--- src/inc/vid_in_pkg.sv ---
package vid_in_pkg;

  // ------------------------------------------------------------
  // Operating modes
  // ------------------------------------------------------------
  typedef enum logic [1:0] {
    mode_pass,
    mode_video,
    mode_transport
  } op_mode_t;

  // ------------------------------------------------------------
  // Register map (AXI4-Lite byte addresses)
  // ------------------------------------------------------------
  localparam logic [7:0] ctrl_addr = 8'h00;
  localparam logic [7:0] status_addr = 8'h04;
  localparam logic [7:0] lock_cfg_addr = 8'h08;

  // Control register fields
  localparam int ctrl_h_cfg_bit = 0;
  localparam int ctrl_trs_ins_bit = 1;
  localparam logic [1:0] ctrl_reset = 2'h0;

  // Status register fields
  localparam int stat_lock_bit = 0;
  localparam int stat_mode_lsb = 1;
  localparam int stat_wide_bit = 3;

  // ------------------------------------------------------------
  // Timing and data constants
  // ------------------------------------------------------------
  localparam int lat_video = 21;
  localparam int lat_transport = 11;
  localparam int lat_max = 21;
  localparam int lock_lines_def = 4;
  localparam logic [9:0] trs_ones = 10'h3ff;
  localparam logic [9:0] trs_zeros = 10'h000;
  localparam logic [9:0] k28_sync = 10'h0bc;
  localparam int f_bit = 8;
  localparam int v_bit = 7;
  localparam int h_bit = 6;

endpackage

--- src/verilog/sync2.sv ---
module sync2 #(
  parameter int W = 1
) (
  // Clock and reset
  input wire logic clk,
  input wire logic rstn,
  // Asynchronous input and synchronised output
  input wire logic [W-1:0] async_in,
  output logic [W-1:0] sync_out
);

  logic [W-1:0] meta_q;

  // Two-stage synchroniser; first stage feeds only the second
  always_ff @(posedge clk) begin
    if (!rstn) begin
      meta_q <= '0;
      sync_out <= '0;
    end else begin
      meta_q <= async_in;
      sync_out <= meta_q;
    end
  end

endmodule

--- src/verilog/vid_in_front.sv ---
module vid_in_front #(
  parameter int LOCK_LINES = vid_in_pkg::lock_lines_def
) (
  // System clock and reset
  input wire logic clk,
  input wire logic rstn,
  // Parallel video link
  input wire logic parallel_clock,
  input wire logic [9:0] low_data_bus,
  input wire logic [9:0] high_data_bus,
  input wire logic odd_even_in,
  input wire logic frame_blank_in,
  input wire logic line_blank_in,
  // Mode pins
  input wire logic video_mode_pin,
  input wire logic transport_mode_pin,
  input wire logic bus_width_select,
  input wire logic timing_source_select,
  input wire logic proc_features_enable,
  // Processed output stream
  output logic [9:0] out_luma,
  output logic [9:0] out_chroma,
  output logic out_valid,
  output logic lock_indicator,
  // AXI4-Lite slave
  input wire logic [7:0] s_axi_awaddr,
  input wire logic s_axi_awvalid,
  output logic s_axi_awready,
  input wire logic [31:0] s_axi_wdata,
  input wire logic [3:0] s_axi_wstrb,
  input wire logic s_axi_wvalid,
  output logic s_axi_wready,
  output logic [1:0] s_axi_bresp,
  output logic s_axi_bvalid,
  input wire logic s_axi_bready,
  input wire logic [7:0] s_axi_araddr,
  input wire logic s_axi_arvalid,
  output logic s_axi_arready,
  output logic [31:0] s_axi_rdata,
  output logic [1:0] s_axi_rresp,
  output logic s_axi_rvalid,
  input wire logic s_axi_rready
);

  // ------------------------------------------------------------
  // Input synchronisation
  // ------------------------------------------------------------
  localparam int SW = 29;
  logic [SW-1:0] sync_s;
  logic pclk_s, pclk_prev_q, pclk_rise;
  logic [9:0] lo_s, hi_s;
  logic f_s, v_s, h_s, vm_s, tm_s, wide_s, emb_s, en_s;

  // Every link and mode pin crosses two flops; data and flags stay aligned with the clock
  sync2 #(.W(SW)) u_sync (
    .clk(clk),
    .rstn(rstn),
    .async_in({parallel_clock, low_data_bus, high_data_bus, odd_even_in, frame_blank_in,
               line_blank_in, video_mode_pin, transport_mode_pin, bus_width_select,
               timing_source_select, proc_features_enable}),
    .sync_out(sync_s)
  );
  assign {pclk_s, lo_s, hi_s, f_s, v_s, h_s, vm_s, tm_s, wide_s, emb_s, en_s} = sync_s;

  // Rising edge of the parallel clock gives the sample enable
  always_ff @(posedge clk) begin
    if (!rstn) pclk_prev_q <= 1'b0;
    else pclk_prev_q <= pclk_s;
  end
  assign pclk_rise = pclk_s & ~pclk_prev_q;

  // ------------------------------------------------------------
  // Mode decode
  // ------------------------------------------------------------
  function automatic vid_in_pkg::op_mode_t decode_mode(input logic vm, input logic tm);
    if (vm && !tm) decode_mode = vid_in_pkg::mode_video;
    else if (!vm && tm) decode_mode = vid_in_pkg::mode_transport;
    else decode_mode = vid_in_pkg::mode_pass; // Both high treated as pass-through
  endfunction

  vid_in_pkg::op_mode_t mode;
  logic wide;
  assign mode = decode_mode(vm_s, tm_s);
  assign wide = wide_s && (mode != vid_in_pkg::mode_transport);

  // ------------------------------------------------------------
  // Register file
  // ------------------------------------------------------------
  logic [1:0] ctrl_q;
  logic [15:0] lock_cfg_q;
  logic aw_q, w_q;
  logic [7:0] awaddr_q;
  logic [31:0] wdata_q;

  // Address and data taken in either order; response after both
  always_ff @(posedge clk) begin
    if (!rstn) begin
      aw_q <= 1'b0;
      w_q <= 1'b0;
      awaddr_q <= 8'h00;
      wdata_q <= 32'h0;
      s_axi_bvalid <= 1'b0;
      s_axi_bresp <= 2'h0;
      ctrl_q <= vid_in_pkg::ctrl_reset;
      lock_cfg_q <= 16'(LOCK_LINES);
      s_axi_awready <= 1'b1;
      s_axi_wready <= 1'b1;
    end else begin
      if (s_axi_awvalid && s_axi_awready) begin
        aw_q <= 1'b1;
        awaddr_q <= s_axi_awaddr;
        s_axi_awready <= 1'b0;
      end
      if (s_axi_wvalid && s_axi_wready) begin
        w_q <= 1'b1;
        wdata_q <= s_axi_wdata;
        s_axi_wready <= 1'b0;
      end
      if (aw_q && w_q && !s_axi_bvalid) begin
        aw_q <= 1'b0;
        w_q <= 1'b0;
        s_axi_bvalid <= 1'b1;
        s_axi_bresp <= 2'h0;
        if (awaddr_q == vid_in_pkg::ctrl_addr) ctrl_q <= wdata_q[1:0];
        else if (awaddr_q == vid_in_pkg::lock_cfg_addr) lock_cfg_q <= wdata_q[15:0];
        else if (awaddr_q != vid_in_pkg::status_addr) s_axi_bresp <= 2'h2;
      end else if (s_axi_bvalid && s_axi_bready) begin
        // Ready flops reopen only once the response is gone
        s_axi_bvalid <= 1'b0;
        s_axi_awready <= 1'b1;
        s_axi_wready <= 1'b1;
      end
    end
  end

  // Read channel answers one cycle after the address is taken
  always_ff @(posedge clk) begin
    if (!rstn) begin
      s_axi_rvalid <= 1'b0;
      s_axi_rdata <= 32'h0;
      s_axi_rresp <= 2'h0;
      s_axi_arready <= 1'b1;
    end else if (s_axi_arvalid && s_axi_arready) begin
      s_axi_rvalid <= 1'b1;
      s_axi_arready <= 1'b0;
      s_axi_rresp <= 2'h0;
      unique case (s_axi_araddr)
        vid_in_pkg::ctrl_addr: s_axi_rdata <= {30'h0, ctrl_q};
        vid_in_pkg::status_addr: s_axi_rdata <= {28'h0, wide, mode, lock_indicator};
        vid_in_pkg::lock_cfg_addr: s_axi_rdata <= {16'h0, lock_cfg_q};
        default: begin
          s_axi_rdata <= 32'h0;
          s_axi_rresp <= 2'h2;
        end
      endcase
    end else if (s_axi_rvalid && s_axi_rready) begin
      s_axi_rvalid <= 1'b0;
      s_axi_arready <= 1'b1;
    end
  end

  // ------------------------------------------------------------
  // Input capture and lane assignment
  // ------------------------------------------------------------
  logic [9:0] y_in, c_in;
  logic mux_phase_q;
  logic trs_det;

  // 10-bit multiplexed words alternate chroma then luma on the high half
  always_comb begin
    y_in = hi_s;
    c_in = 10'h000;
    if (mode == vid_in_pkg::mode_transport) begin
      y_in = {2'b00, hi_s[7:0]};
    end else if (wide) begin
      c_in = lo_s;
    end else if (!mux_phase_q) begin
      c_in = hi_s;
      y_in = 10'h000;
    end
  end

  // Mux phase realigns on each TRS first word
  always_ff @(posedge clk) begin
    if (!rstn) mux_phase_q <= 1'b0;
    else if (pclk_rise) mux_phase_q <= (hi_s == vid_in_pkg::trs_ones) ? 1'b1 : ~mux_phase_q;
  end

  // ------------------------------------------------------------
  // TRS detection and flywheel lock
  // ------------------------------------------------------------
  logic [1:0] pre_q;
  logic [9:0] xyz_word;
  logic [15:0] lock_cnt_q;
  logic emb_f_q, emb_v_q, emb_h_q;
  logic ext_h_prev_q;
  logic ref_ok;
  localparam logic [7:0] k28_low = vid_in_pkg::k28_sync[7:0];

  // Preamble 3ff 000 000 then XYZ word
  assign xyz_word = hi_s;
  assign trs_det = (pre_q == 2'h3);

  always_ff @(posedge clk) begin
    if (!rstn) pre_q <= 2'h0;
    else if (pclk_rise) begin
      if (hi_s == vid_in_pkg::trs_ones) pre_q <= 2'h1;
      else if (hi_s == vid_in_pkg::trs_zeros && pre_q != 2'h0 && pre_q != 2'h3)
        pre_q <= pre_q + 2'h1;
      else pre_q <= 2'h0;
    end
  end

  // Embedded timing from the XYZ word of each TRS
  always_ff @(posedge clk) begin
    if (!rstn) begin
      emb_f_q <= 1'b0;
      emb_v_q <= 1'b0;
      emb_h_q <= 1'b0;
    end else if (pclk_rise && trs_det) begin
      emb_f_q <= xyz_word[vid_in_pkg::f_bit];
      emb_v_q <= xyz_word[vid_in_pkg::v_bit];
      emb_h_q <= xyz_word[vid_in_pkg::h_bit];
    end
  end

  // Lock reference: K28 sync word in transport mode, else embedded TRS words or external H rising edges
  always_ff @(posedge clk) begin
    if (!rstn) ext_h_prev_q <= 1'b0;
    else if (pclk_rise) ext_h_prev_q <= h_s;
  end
  always_comb begin
    if (mode == vid_in_pkg::mode_transport) ref_ok = (hi_s[7:0] == k28_low);
    else if (emb_s) ref_ok = trs_det;
    else ref_ok = h_s && !ext_h_prev_q;
  end

  // Lock after enough references; lost on pass-through mode
  always_ff @(posedge clk) begin
    if (!rstn) begin
      lock_cnt_q <= 16'h0;
      lock_indicator <= 1'b0;
    end else if (mode == vid_in_pkg::mode_pass) begin
      lock_cnt_q <= 16'h0;
      lock_indicator <= 1'b0;
    end else if (pclk_rise && ref_ok) begin
      if (lock_cnt_q < lock_cfg_q) lock_cnt_q <= lock_cnt_q + 16'h1;
      lock_indicator <= (lock_cnt_q + 16'h1 >= lock_cfg_q);
    end
  end

  // ------------------------------------------------------------
  // TRS timing bit insertion
  // ------------------------------------------------------------
  logic f_use, v_use, h_use, proc_on;
  logic [9:0] y_fix, c_fix;
  logic h_ext, rx_f, rx_v, rx_h;

  // Bits of the TRS now passing win over the stored copy: EAV and SAV differ in H
  assign rx_f = trs_det ? xyz_word[vid_in_pkg::f_bit] : emb_f_q;
  assign rx_v = trs_det ? xyz_word[vid_in_pkg::v_bit] : emb_v_q;
  assign rx_h = trs_det ? xyz_word[vid_in_pkg::h_bit] : emb_h_q;

  // Insertion needs the enable pin high and the per-feature insert bit clear, in video mode only
  assign proc_on = en_s && ctrl_q[vid_in_pkg::ctrl_trs_ins_bit] == 1'b0 &&
                   mode == vid_in_pkg::mode_video;
  // With config 1 H follows TRS blanking; with 0 H spans EAV and SAV too
  assign h_ext = ctrl_q[vid_in_pkg::ctrl_h_cfg_bit] ? (h_s & rx_h) : h_s;
  assign f_use = emb_s ? rx_f : f_s;
  assign v_use = emb_s ? rx_v : v_s;
  assign h_use = emb_s ? rx_h : h_ext;

  function automatic logic [9:0] set_xyz(input logic [9:0] w, input logic f, input logic v,
                                         input logic h);
    set_xyz = w;
    set_xyz[vid_in_pkg::f_bit] = f;
    set_xyz[vid_in_pkg::v_bit] = v;
    set_xyz[vid_in_pkg::h_bit] = h;
  endfunction

  // Rewrite F, V and H in the XYZ word of each TRS
  always_comb begin
    y_fix = y_in;
    c_fix = c_in;
    if (proc_on && trs_det) begin
      y_fix = set_xyz(y_in, f_use, v_use, h_use);
      c_fix = wide ? set_xyz(c_in, f_use, v_use, h_use) : c_in;
      if (!wide && mux_phase_q == 1'b0) c_fix = set_xyz(c_in, f_use, v_use, h_use);
    end
  end

  // ------------------------------------------------------------
  // Latency pipeline
  // ------------------------------------------------------------
  logic [9:0] y_pipe_q [vid_in_pkg::lat_max];
  logic [9:0] c_pipe_q [vid_in_pkg::lat_max];

  // Shift on each parallel clock; tap chosen by mode
  always_ff @(posedge clk) begin
    if (!rstn) begin
      for (int i = 0; i < vid_in_pkg::lat_max; i++) begin
        y_pipe_q[i] <= 10'h000;
        c_pipe_q[i] <= 10'h000;
      end
    end else if (pclk_rise) begin
      y_pipe_q[0] <= y_fix;
      c_pipe_q[0] <= c_fix;
      for (int i = 1; i < vid_in_pkg::lat_max; i++) begin
        y_pipe_q[i] <= y_pipe_q[i-1];
        c_pipe_q[i] <= c_pipe_q[i-1];
      end
    end
  end

  // Output register; the extra flop is counted in the tap
  always_ff @(posedge clk) begin
    if (!rstn) begin
      out_luma <= 10'h000;
      out_chroma <= 10'h000;
      out_valid <= 1'b0;
    end else begin
      out_valid <= pclk_rise;
      // Word moves only with its pulse, so it stands until the next one
      if (pclk_rise && mode == vid_in_pkg::mode_transport) begin
        out_luma <= y_pipe_q[vid_in_pkg::lat_transport-1];
        out_chroma <= 10'h000;
      end else if (pclk_rise) begin
        out_luma <= y_pipe_q[vid_in_pkg::lat_video-1];
        out_chroma <= c_pipe_q[vid_in_pkg::lat_video-1];
      end
    end
  end

endmodule

--- config.mk ---
export PLATFORM = sky130hd
export DESIGN_NAME = vid_in_front
export DESIGN_NICKNAME = d
export VERILOG_FILES = /design/src/inc/vid_in_pkg.sv /design/src/verilog/sync2.sv /design/src/verilog/vid_in_front.sv
export SDC_FILE = /design/constraint.sdc
export NUM_CORES = 1
export LEC_CHECK = 0
export ABC_CLOCK_PERIOD_IN_PS = 14400
export BUFFER_PORTS_ARGS = -buffer_cell sky130_fd_sc_hd__buf_4
export CAP_MARGIN = 5
export CORE_MARGIN = 3
export CORE_UTILIZATION = 48
export DETAILED_ROUTE_END_ITERATION = 6
export GPL_TIMING_DRIVEN = 0
export PLACE_DENSITY = 0.66
export SLEW_MARGIN = 10
export SYNTH_ARGS = -nofsm -noshare
export SYNTH_HDL_FRONTEND = slang
export SYNTH_SLANG_ARGS = --single-unit
--- constraint.sdc ---
create_clock -name clk -period 14.4 [get_ports clk]
set_input_delay 0 -clock clk [delete_from_list [all_inputs] [get_ports clk]]
set_output_delay 0 -clock clk [all_outputs]
set_load 0.01 [all_outputs]
==> impl_metrics.csv, run 1 <==
group,metric,value,unit
status,status,"complete, no violations",
placed_design,gp_congestion,0.8479,
timing,hold_violations,0,
pwr,vdd_drop_max,90.02,uV
clock_tree,cts_buffer_depth,3,
timing,setup_viol,0,
yosys,synth-seq-cells,591,
timing,period_minus_slack,3.897,ns
critical_path,required,14.72,ns
timing,setup_ws,10.50,ns
critical_path,critical_path.top_delay_family,"buffers and inverters",
clock_tree,cts_tree,"built",
detailed_routing,dr.first_iter.drc_count,1075,
layout,layout_commonest_cell,"edfxtp_1",
clock_tree,cts_htree_levels,2,
layout,antennaDiodeCount,0,
pwr,p_per_area,133.2,nW/um2
yosys,synth_seq_area_share,69.77,%
yosys,synth_area_per_cell,13.16,um2
yosys,ys.flop_type,"edfxtp_1",
timing,worst_pin_slew,1.148,ns
global_routing,antenna_found_initial,1,
timing,rsz0062_at_grt,"false",
timing,clock.fmax,0.2566,GHz
floorplan,io-pin-count,151,
layout,final_cell_mix,"edfxtp_1, and3_1, dfxtp_1, buf_4",
floorplan,fp.coreArea,46950,um2
timing,period_share,27.06,%
pwr,total_power,3.675,mW
detailed_routing,drc,0,
clock_tree,worstSkewPairLatency,0.63,ns
critical_path,critPathCaptureType,"flop",
placed_design,io_buffers,111,
floorplan,rows,79,
critical_path,startpoint_type,"input pin",
job,cap_violations,0,
critical_path,worst_path_largest_cell_delay,0.73,ns
detailed_routing,wl,44.85,mm
placed_design,dp.cells,2487,
clock_tree,cts_buffers,59,
layout,area_growth,20.07,%
timing,fin_skew,0.01544,ns
clock_tree,root_buffer,"clkbuf_16",
detailed_routing,vias_per_cell,5.264,
detailed_routing,drt_pass1_iterations,5,
clock_tree,cts_resized,0,
global_routing,grt.total_usage,17.66,%
layout,fin_nets,2143,
detailed_routing,vias,14072,
layout,drive_gt1_share,12.10,%
yosys,synthesis.area,22980,um2
critical_path,cpMaxStageDelayCell,"clkbuf_1",
global_routing,grt_pass1_wl,71.13,mm
critical_path,path_buf_inv,8,
detailed_routing,ant_nets,0,
yosys,synth.distinct_cells,52,
yosys,synth-edff-count,420,
yosys,yosys_warnings,0,
layout,utilization,58.78,%
global_routing,grt_pass1_vias,13762,
min_path,hold_path.class,"input pin to flop",
timing,maxSlewViolCount,0,
critical_path,worstPathMaxFanout,66,
floorplan,dieWidth,224.8,um
critical_path,critPathKind,"input pin to flop",
critical_path,arrival,4.22,ns
clock_tree,clk_pin_slew_worst_paths,0.06,ns
global_routing,grt_max_degree,73,
clock_tree,clock_sinks,591,
floorplan,start_util,48.95,%
floorplan,die-area,50550,um2
timing,setup_tns,0,ns
floorplan,die_h,224.8,um
placed_design,hpwl,29.54,mm
timing,relSlewSlack,22.94,%
yosys,synth_cells,1746,
layout,final_cells,2673,
yosys,ys_async_sr_fraction,0,%
placed_design,preCtsSetupSlack,9.724,ns
critical_path,worstPathCellList,"clkbuf_1 -> clkbuf_1 -> clkbuf_1 -> clkbuf_1 -> nand2_4 -> buf_16 -> buf_16 -> buf_16 -> buf_16",
detailed_routing,wl_per_cell,16.78,um
global_routing,grt.overflow.total,0,
pwr,p_leak,11.79,nW
==> stage by stage <==
stage	instance area [um2]	hold WS, ns
after global placement	24640	0.2043
final	27600	0.05024
after CTS	27600	0.002615
after detailed placement	24810	0.2143
after floorplan	23050	0.1004
after global routing	27600	0.08298
==> state kept, by name (all words and copies together) (netlist names), 2 cells and up <==
signal / count
c_pipe_q: 210
y_pipe_q: 210
u_sync.meta_q: 29
u_sync.sync_out: 29
lock_cfg_q: 16
lock_cnt_q: 16
s_axi_rdata: 16
wdata_q: 16
out_chroma: 10
out_luma: 10
awaddr_q: 8
ctrl_q: 2
pre_q: 2
==> worst paths after layout <==
kind | startpoint | endpoint | slack (ns) | cells past startpoint
worst min register to register | u_sync.meta_q[20] | u_sync.sync_out[20] | 0.43 | 1
worst max register to register | pclk_prev_q | c_pipe_q[2][4] | 10.51 | 8
worst min-delay path | s_axi_araddr[6] | s_axi_rdata[4] | 0.05 | 6
worst max-delay path | rstn | c_pipe_q[2][4] | 10.50 | 9
==> what timing repair did <==
item,in CTS,in global routing
endpoints found under the setup margin,0,0
hold buffers,76,0
hold endpoints to repair,66,0
setup buffers,0,0
==> area by class of cell <==
cell class	count	area (um2)
Fill cell	3683	19350
Sequential cell	591	16040
Multi-Input combinational cell	999	6297
Timing Repair Buffer	193	1759
Clock buffer	74	1655
Tap cell	607	759.5
Buffer	145	618.1
Clock inverter	36	366.6
Inverter	28	105.1
==> tightest hold or removal path, stage by stage <==
cell and delay (ns):
buf_4 0.08, nor4_1 0.03, nand2_1 0.18, nor3b_1 0.12
a22oi_1 0.15, nor2b_1 0.06
==> where the power goes <==
part           total, mW  switching [mW]  internal, mW
clock               1.57           0.647         0.924
sequential          1.93          0.0249          1.90
combinational      0.174           0.103        0.0708
==> routing by layer <==
layer	part of all wire [%]	track usage (%)	vias up
li1	-	-	6837
met1	44	23.37	6818
met2	47	28.89	340
met3	6.2	4.464	77
met4	2.3	5.598	0
met5	0	0	-
==> Yosys cell counts (3+ instances only) <==
master | count | area (um2)
nor3b_1 | 6 | 45.04
clkbuf_1 | 123 | 461.7
or3_1 | 11 | 68.82
and2_1 | 128 | 800.8
xnor2_1 | 13 | 113.9
a21o_1 | 6 | 45.04
or3_2 | 4 | 30.03
and3_1 | 342 | 2140
inv_1 | 28 | 105.1
nor3_1 | 10 | 50.05
nand4_1 | 8 | 50.05
o211a_1 | 10 | 100.1
nor4_1 | 3 | 18.77
a21oi_1 | 52 | 260.3
a21boi_0 | 32 | 240.2
buf_4 | 18 | 135.1
nand3_1 | 18 | 90.09
ha_1 | 38 | 475.5
edfxtp_1 | 420 | 12610
nand2_1 | 108 | 405.4
mux2i_1 | 32 | 320.3
dfxtp_1 | 171 | 3423
a22oi_1 | 25 | 187.7
nor2b_1 | 38 | 237.7
or2_2 | 3 | 18.77
o21ai_0 | 27 | 135.1
nor2_1 | 36 | 135.1
nand2b_1 | 5 | 31.28
==> cell families (layout without fill, tap and decap cells) <==
kind of cell             after synthesis  after routing  synth area share (%)
multiplexers                          32             32                 1.394
XOR/XNOR                              15             15                0.5716
adder cells (fa/ha/maj)               38             38                 2.069
AND/OR/NAND/NOR                      731            731                 18.34
buffers and inverters                173            476                 3.146
other                                  1             18               0.01632
AO/OA/AOI/OAI                        165            165                 4.698
flip-flops                           591            591                 69.77
Note: power is estimated with default switching activity, not from simulation.
==> run 2: changes to the inputs <==
ABC_CLOCK_PERIOD_IN_PS = 3500   (was 14400)
PLACE_DENSITY = 0.68   (was 0.66)
clock period = 3.5 ns   (was 14.4 ns; I/O delays follow)
==> run 2 against run 1 <==
Effect of this change:
- count of clock-buffer cells in the layout up 4
- core utilization fell by 0.18 points
- sequential share of layout area increased by 0.18 points
- wire length is 0.67% lower
- sequential power rose to 4.1 times the previous value
- sequential cell count stayed put
- via count increased by 0.22%
- die area did not move
- first-iteration DRC count decreased by 2.2%
- largest power group unchanged
==> impl_metrics.csv, run 2 (same netlist as run 1, synthesis figures left out) <==
group,metric,value,unit
status,status,"complete, no violations",
floorplan,rows,79,
placed_design,io_buffers,111,
global_routing,gr-usage-met2,29.41,%
floorplan,die-area,50550,um2
min_path,hold_path_depth,3,
clock_tree,clk_pin_slew_worst_paths,0.06,ns
placed_design,gp_congestion,0.8174,
layout,drive_gt1_share,11.63,%
timing,relSlewSlack,40.22,%
critical_path,reg2reg_depth,6,
critical_path,required,3.76,ns
timing,period_share,93.21,%
critical_path,critPathKind,"input pin to flop",
layout,final_cell_mix,"edfxtp_1, and3_1, dfxtp_1, clkbuf_1, buf_4",
floorplan,start_util,48.95,%
floorplan,dieWidth,224.8,um
floorplan,die_h,224.8,um
critical_path,critPathCaptureType,"flop",
timing,period_minus_slack,3.262,ns
global_routing,grt_pass1_wl,70.89,mm
critical_path,r2r_slack,0.29,ns
job,cap_violations,0,
layout,fin_nets,2148,
timing,clock.fmax,0.3065,GHz
clock_tree,root_buffer,"clkbuf_16",
clock_tree,cts_buffer_depth,3,
timing,hold-worst-slack,0.04194,ns
detailed_routing,dr.first_iter.drc_count,1051,
global_routing,grt.total_usage,17.46,%
pwr,p_per_area,539.6,nW/um2
clock_tree,cts_tree,"built",
critical_path,cp-startpoint,"rstn",
layout,final_cells,2681,
min_path,hold_path.class,"input pin to flop",
global_routing,top_usage_layer,"met2",
global_routing,grt_use_met1,23.09,%
critical_path,cp-endpoint,"c_pipe_q[9][6]",
placed_design,hpwl,29.25,mm
layout,top_regs,"c_pipe_q (210), y_pipe_q (210)",
layout,area_growth,19.69,%
layout,layout_commonest_cell,"edfxtp_1",
timing,setup_ws,0.2378,ns
detailed_routing,vias_per_cell,5.260,
clock_tree,cts_buffers,59,
timing,maxSlewViolCount,0,
timing,hold_violations,0,
timing,worst_pin_slew,0.8967,ns
critical_path,r2r_end,"c_pipe_q[9][6]",
pwr,vdd_drop_max,409.8,uV
detailed_routing,wl,44.55,mm
detailed_routing,drc,0,
global_routing,grt_max_degree,122,
min_path,min_from,"rstn",
pwr,p_leak,11.72,nW
detailed_routing,vias,14103,
detailed_routing,wl_per_cell,16.62,um
global_routing,grt.overflow.total,0,
placed_design,preCtsSetupSlack,-0.9857,ns
global_routing,antenna_found_initial,5,
critical_path,startpoint_type,"input pin",
timing,fin_skew,0.01921,ns
floorplan,io-pin-count,151,
timing,setup_viol,0,
clock_tree,cts_htree_levels,2,
floorplan,fp.coreArea,46950,um2
critical_path,r2r-start,"pclk_prev_q",
clock_tree,worstSkewPairLatency,0.62,ns
placed_design,dp.cells,2484,
critical_path,worstPathMaxFanout,105,
critical_path,arrival,3.52,ns
global_routing,grt_pass1_vias,13966,
layout,utilization,58.59,%
global_routing,use_met3,3.224,%
detailed_routing,ant_nets,0,
detailed_routing,drt_pass1_iterations,5,
clock_tree,clock_sinks,591,
timing,rsz0062_at_grt,"false",
run 2: how the worst min path moves through the flow:
stage	endpoint
3_5_place_dp	u_sync.meta_q[20]
4_1_cts	lock_cnt_q[5]
5_1_grt	lock_cnt_q[3]
6_report	lock_cnt_q[3]
3_3_place_gp	s_axi_wready
2_1_floorplan	s_axi_wready
run 2: final cells by class:
class / instances / area [um2]
antenna: 1 / 2.502
multi-input combinational: 999 / 6306
timing repair buffer: 198 / 1757
clock inverter: 34 / 334.1
buffer: 145 / 620.6
sequential: 591 / 16040
tap: 607 / 759.5
fill: 3632 / 19440
inverter: 28 / 105.1
clock buffer: 78 / 1590
run 2: what timing repair did:
item,4_1_cts,5_1_grt
gates resized for setup,2,0
setup buffers,0,0
hold buffers,84,0
setup endpoints to repair,226,0
hold endpoints to repair,66,0
run 2: worst max-delay path: stages:
cell,delay (ns)
clkbuf_1,0.39
clkbuf_1,0.39
clkbuf_1,0.71
clkbuf_2,0.53
nand2_8,0.54
buf_16,0.46
buf_16,0.29
run 2: where the power goes:
| group | internal (mW) | switching (mW) |
|---|---|---|
| clock network | 3.58 | 2.61 |
| registers | 7.84 | 0.104 |
| logic | 0.286 | 0.423 |
run 2: routing by layer:
metal	wire length (um)	part of all wire, %
met1	19410	44
met4	1135	2.5
met3	2288	5.1
met5	0	0
met2	21720	49
run 2: metrics by stage:
| stage | instance area [um2] | setup TNS [ns] | total power [mW] |
|---|---|---|---|
| final | 27510 | 0 | 14.84 |
| after global routing | 27510 | 0 | 15.35 |
| after CTS | 27510 | 0 | 14.99 |
| after detailed placement | 24740 | -260.28 | 8.720 |
| after global placement | 24660 | -821.79 | 8.698 |
| after floorplan | 23060 | 0 | 8.448 |
==> run 3: changes to the inputs <==
PLACE_DENSITY = default   (was 0.68)
PLACE_DENSITY_LB_ADDON = 0.05   (was default)
==> run 3 against run 2 <==
Effect of this change:
- combinational power rose by 2%
- register-to-register slack gained 0.05 ns
- wire length rose by 3.1%
- clock power rose by 3.2%
- first-iteration DRC count fell by 19%
==> impl_metrics.csv, run 3 (same netlist as run 1, synthesis figures left out) <==
group,metric,value,unit
layout,layout_commonest_cell,"edfxtp_1",
layout,utilization,58.77,%
critical_path,arrival,3.41,ns
clock_tree,worstSkewPairLatency,0.60,ns
timing,fin_skew,0.01924,ns
pwr,p_per_area,545.7,nW/um2
detailed_routing,drt_pass1_iterations,5,
timing,worst_pin_slew,0.9048,ns
critical_path,worst_path_largest_cell_delay,0.46,ns
layout,area_growth,20.05,%
clock_tree,clk_pin_slew_worst_paths,0.06,ns
critical_path,worstPathCellList,"nand2b_1 -> clkbuf_1 -> clkbuf_2 -> nand2_8 -> buf_16 -> buf_16 -> buf_16 -> clkbuf_16",
status,status,"complete, no violations",
floorplan,dieWidth,224.8,um
placed_design,io_buffers,111,
clock_tree,cts_htree_levels,2,
layout,top_regs,"c_pipe_q (210), y_pipe_q (210)",
timing,hold-worst-slack,0.04942,ns
clock_tree,cts_tree,"built",
min_path,hold_path.class,"input pin to flop",
floorplan,rows,79,
timing,maxSlewViolCount,0,
critical_path,critical_path.top_delay_family,"buffers and inverters",
timing,clock.fmax,0.3165,GHz
detailed_routing,dr.first_iter.drc_count,856,
global_routing,grt.total_usage,18.31,%
timing,hold_violations,0,
global_routing,grt_max_degree,166,
placed_design,hpwl,30.45,mm
critical_path,critPathKind,"flop to flop",
floorplan,fp.coreArea,46950,um2
timing,relSlewSlack,39.68,%
layout,fillCellCount,3767,
timing,setup_viol,0,
critical_path,cpMaxStageDelayCell,"clkbuf_16",
global_routing,grt_pass1_vias,13812,
floorplan,start_util,48.95,%
detailed_routing,drc,0,
critical_path,crit_top_cell,"buf_16",
pwr,p_leak,11.78,nW
timing,rsz0062_at_grt,"false",
global_routing,grt_pass1_wl,73.00,mm
clock_tree,cts_buffer_depth,3,
critical_path,required,3.75,ns
layout,final_cell_mix,"edfxtp_1, and3_1, dfxtp_1, clkbuf_1, buf_4",
clock_tree,root_buffer,"clkbuf_16",
detailed_routing,vias,13834,
detailed_routing,ant_nets,0,
layout,fin_nets,2145,
global_routing,antenna_found_initial,0,
critical_path,path_buf_inv,6,
detailed_routing,wl_per_cell,17.16,um
placed_design,gp_congestion,0.7971,
clock_tree,clock_sinks,591,
floorplan,io-pin-count,151,
layout,drive_gt1_share,11.94,%
critical_path,critPathCaptureType,"flop",
detailed_routing,vias_per_cell,5.170,
floorplan,die_h,224.8,um
detailed_routing,wl,45.92,mm
pwr,vdd_drop_max,407.9,uV
timing,period_share,90.27,%
timing,period_minus_slack,3.159,ns
global_routing,grt.overflow.total,0,
floorplan,die-area,50550,um2
critical_path,worstPathMaxFanout,82,
job,cap_violations,0,
critical_path,startpoint_type,"flop",
clock_tree,cts_buffers,60,
==> run 3: cell types whose count changed in the layout (fill, tap and decap cells not counted), moves of 3 or more <==
| cell | delta |
|---|---|
| clkinv_2 | +4 |
| clkbuf_16 | +4 |
| dlygate4sd3_1 | -7 |
| clkbuf_1 | -5 |
| inv_4 | -3 |
==> run 3: timing repair <==
item | in CTS | in global routing
hold endpoints to repair | 66 | 0
hold buffers | 77 | 0
buffers inserted | 0 | 0
pin swaps | 0 | 0
endpoints found under the setup margin | 165 | 156
resized for setup | 2 | 0
gates cloned | 1 | 1
==> run 3: per-layer routing <==
layer  track usage (%)  vias up  share of wire, %
li1                  -     6839                 -
met1             25.31     6631                46
met4             4.757        0               2.2
met3             3.602       87               4.5
met5                 0        -                 0
met2             29.99      277                47
==> run 3: worst reg2reg max path, stage by stage, from the launching register on <==
cell	delay [ns]
dfxtp_1	0.31
nand2b_1	0.13
clkbuf_1	0.29
clkbuf_2	0.40
nand2_8	0.19
buf_16	0.25
buf_16	0.36
buf_16	0.37
clkbuf_16	0.50
==> run 3: where the power goes <==
group | switching, mW | total, mW | leakage (nW) | internal [mW]
clock | 2.61 | 6.40 | 0.993 | 3.79
combinational | 0.428 | 0.721 | 5.00 | 0.293
sequential | 0.103 | 7.94 | 5.80 | 7.83
total | 3.14 | 15.1 | 11.8 | 11.9
==> run 3: final timing paths <==
check / startpoint / endpoint / slack, ns / cells after the start
setup / recovery: pclk_prev_q / c_pipe_q[0][8] / 0.34 / 8
hold / removal: s_axi_araddr[3] / s_axi_rdata[1] / 0.05 / 5
setup reg to reg: pclk_prev_q / c_pipe_q[0][8] / 0.34 / 8
hold reg to reg: u_sync.meta_q[13] / u_sync.sync_out[13] / 0.43 / 1
==> run 3: final cells by class <==
cell class / instances / area (um2) / area share, %
Sequential cell: 591 / 16040 / 58.11
Buffer: 145 / 620.6 / 2.249
Multi-Input combinational cell: 999 / 6306 / 22.85
Inverter: 28 / 105.1 / 0.3809
Tap cell: 607 / 759.5 / 2.752
Clock inverter: 35 / 327.8 / 1.188
Timing Repair Buffer: 194 / 1772 / 6.421
Antenna cell: 1 / 2.502 / 0.009069
Clock buffer: 76 / 1664 / 6.031
==> run 3: stage by stage <==
stage	worst slack, ns	power, mW	area, um2	TNS (ns)	instances
after floorplan	0.3065	8.448	23060	0	1763
after global placement	-2.073	8.724	24660	-854.65	2481
after detailed placement	-1.075	8.738	24800	-184.42	2486
after CTS	0.02729	15.21	27570	0	2674
after global routing	0.08140	15.61	27590	0	2675
final	0.3406	15.06	27590	0	2676
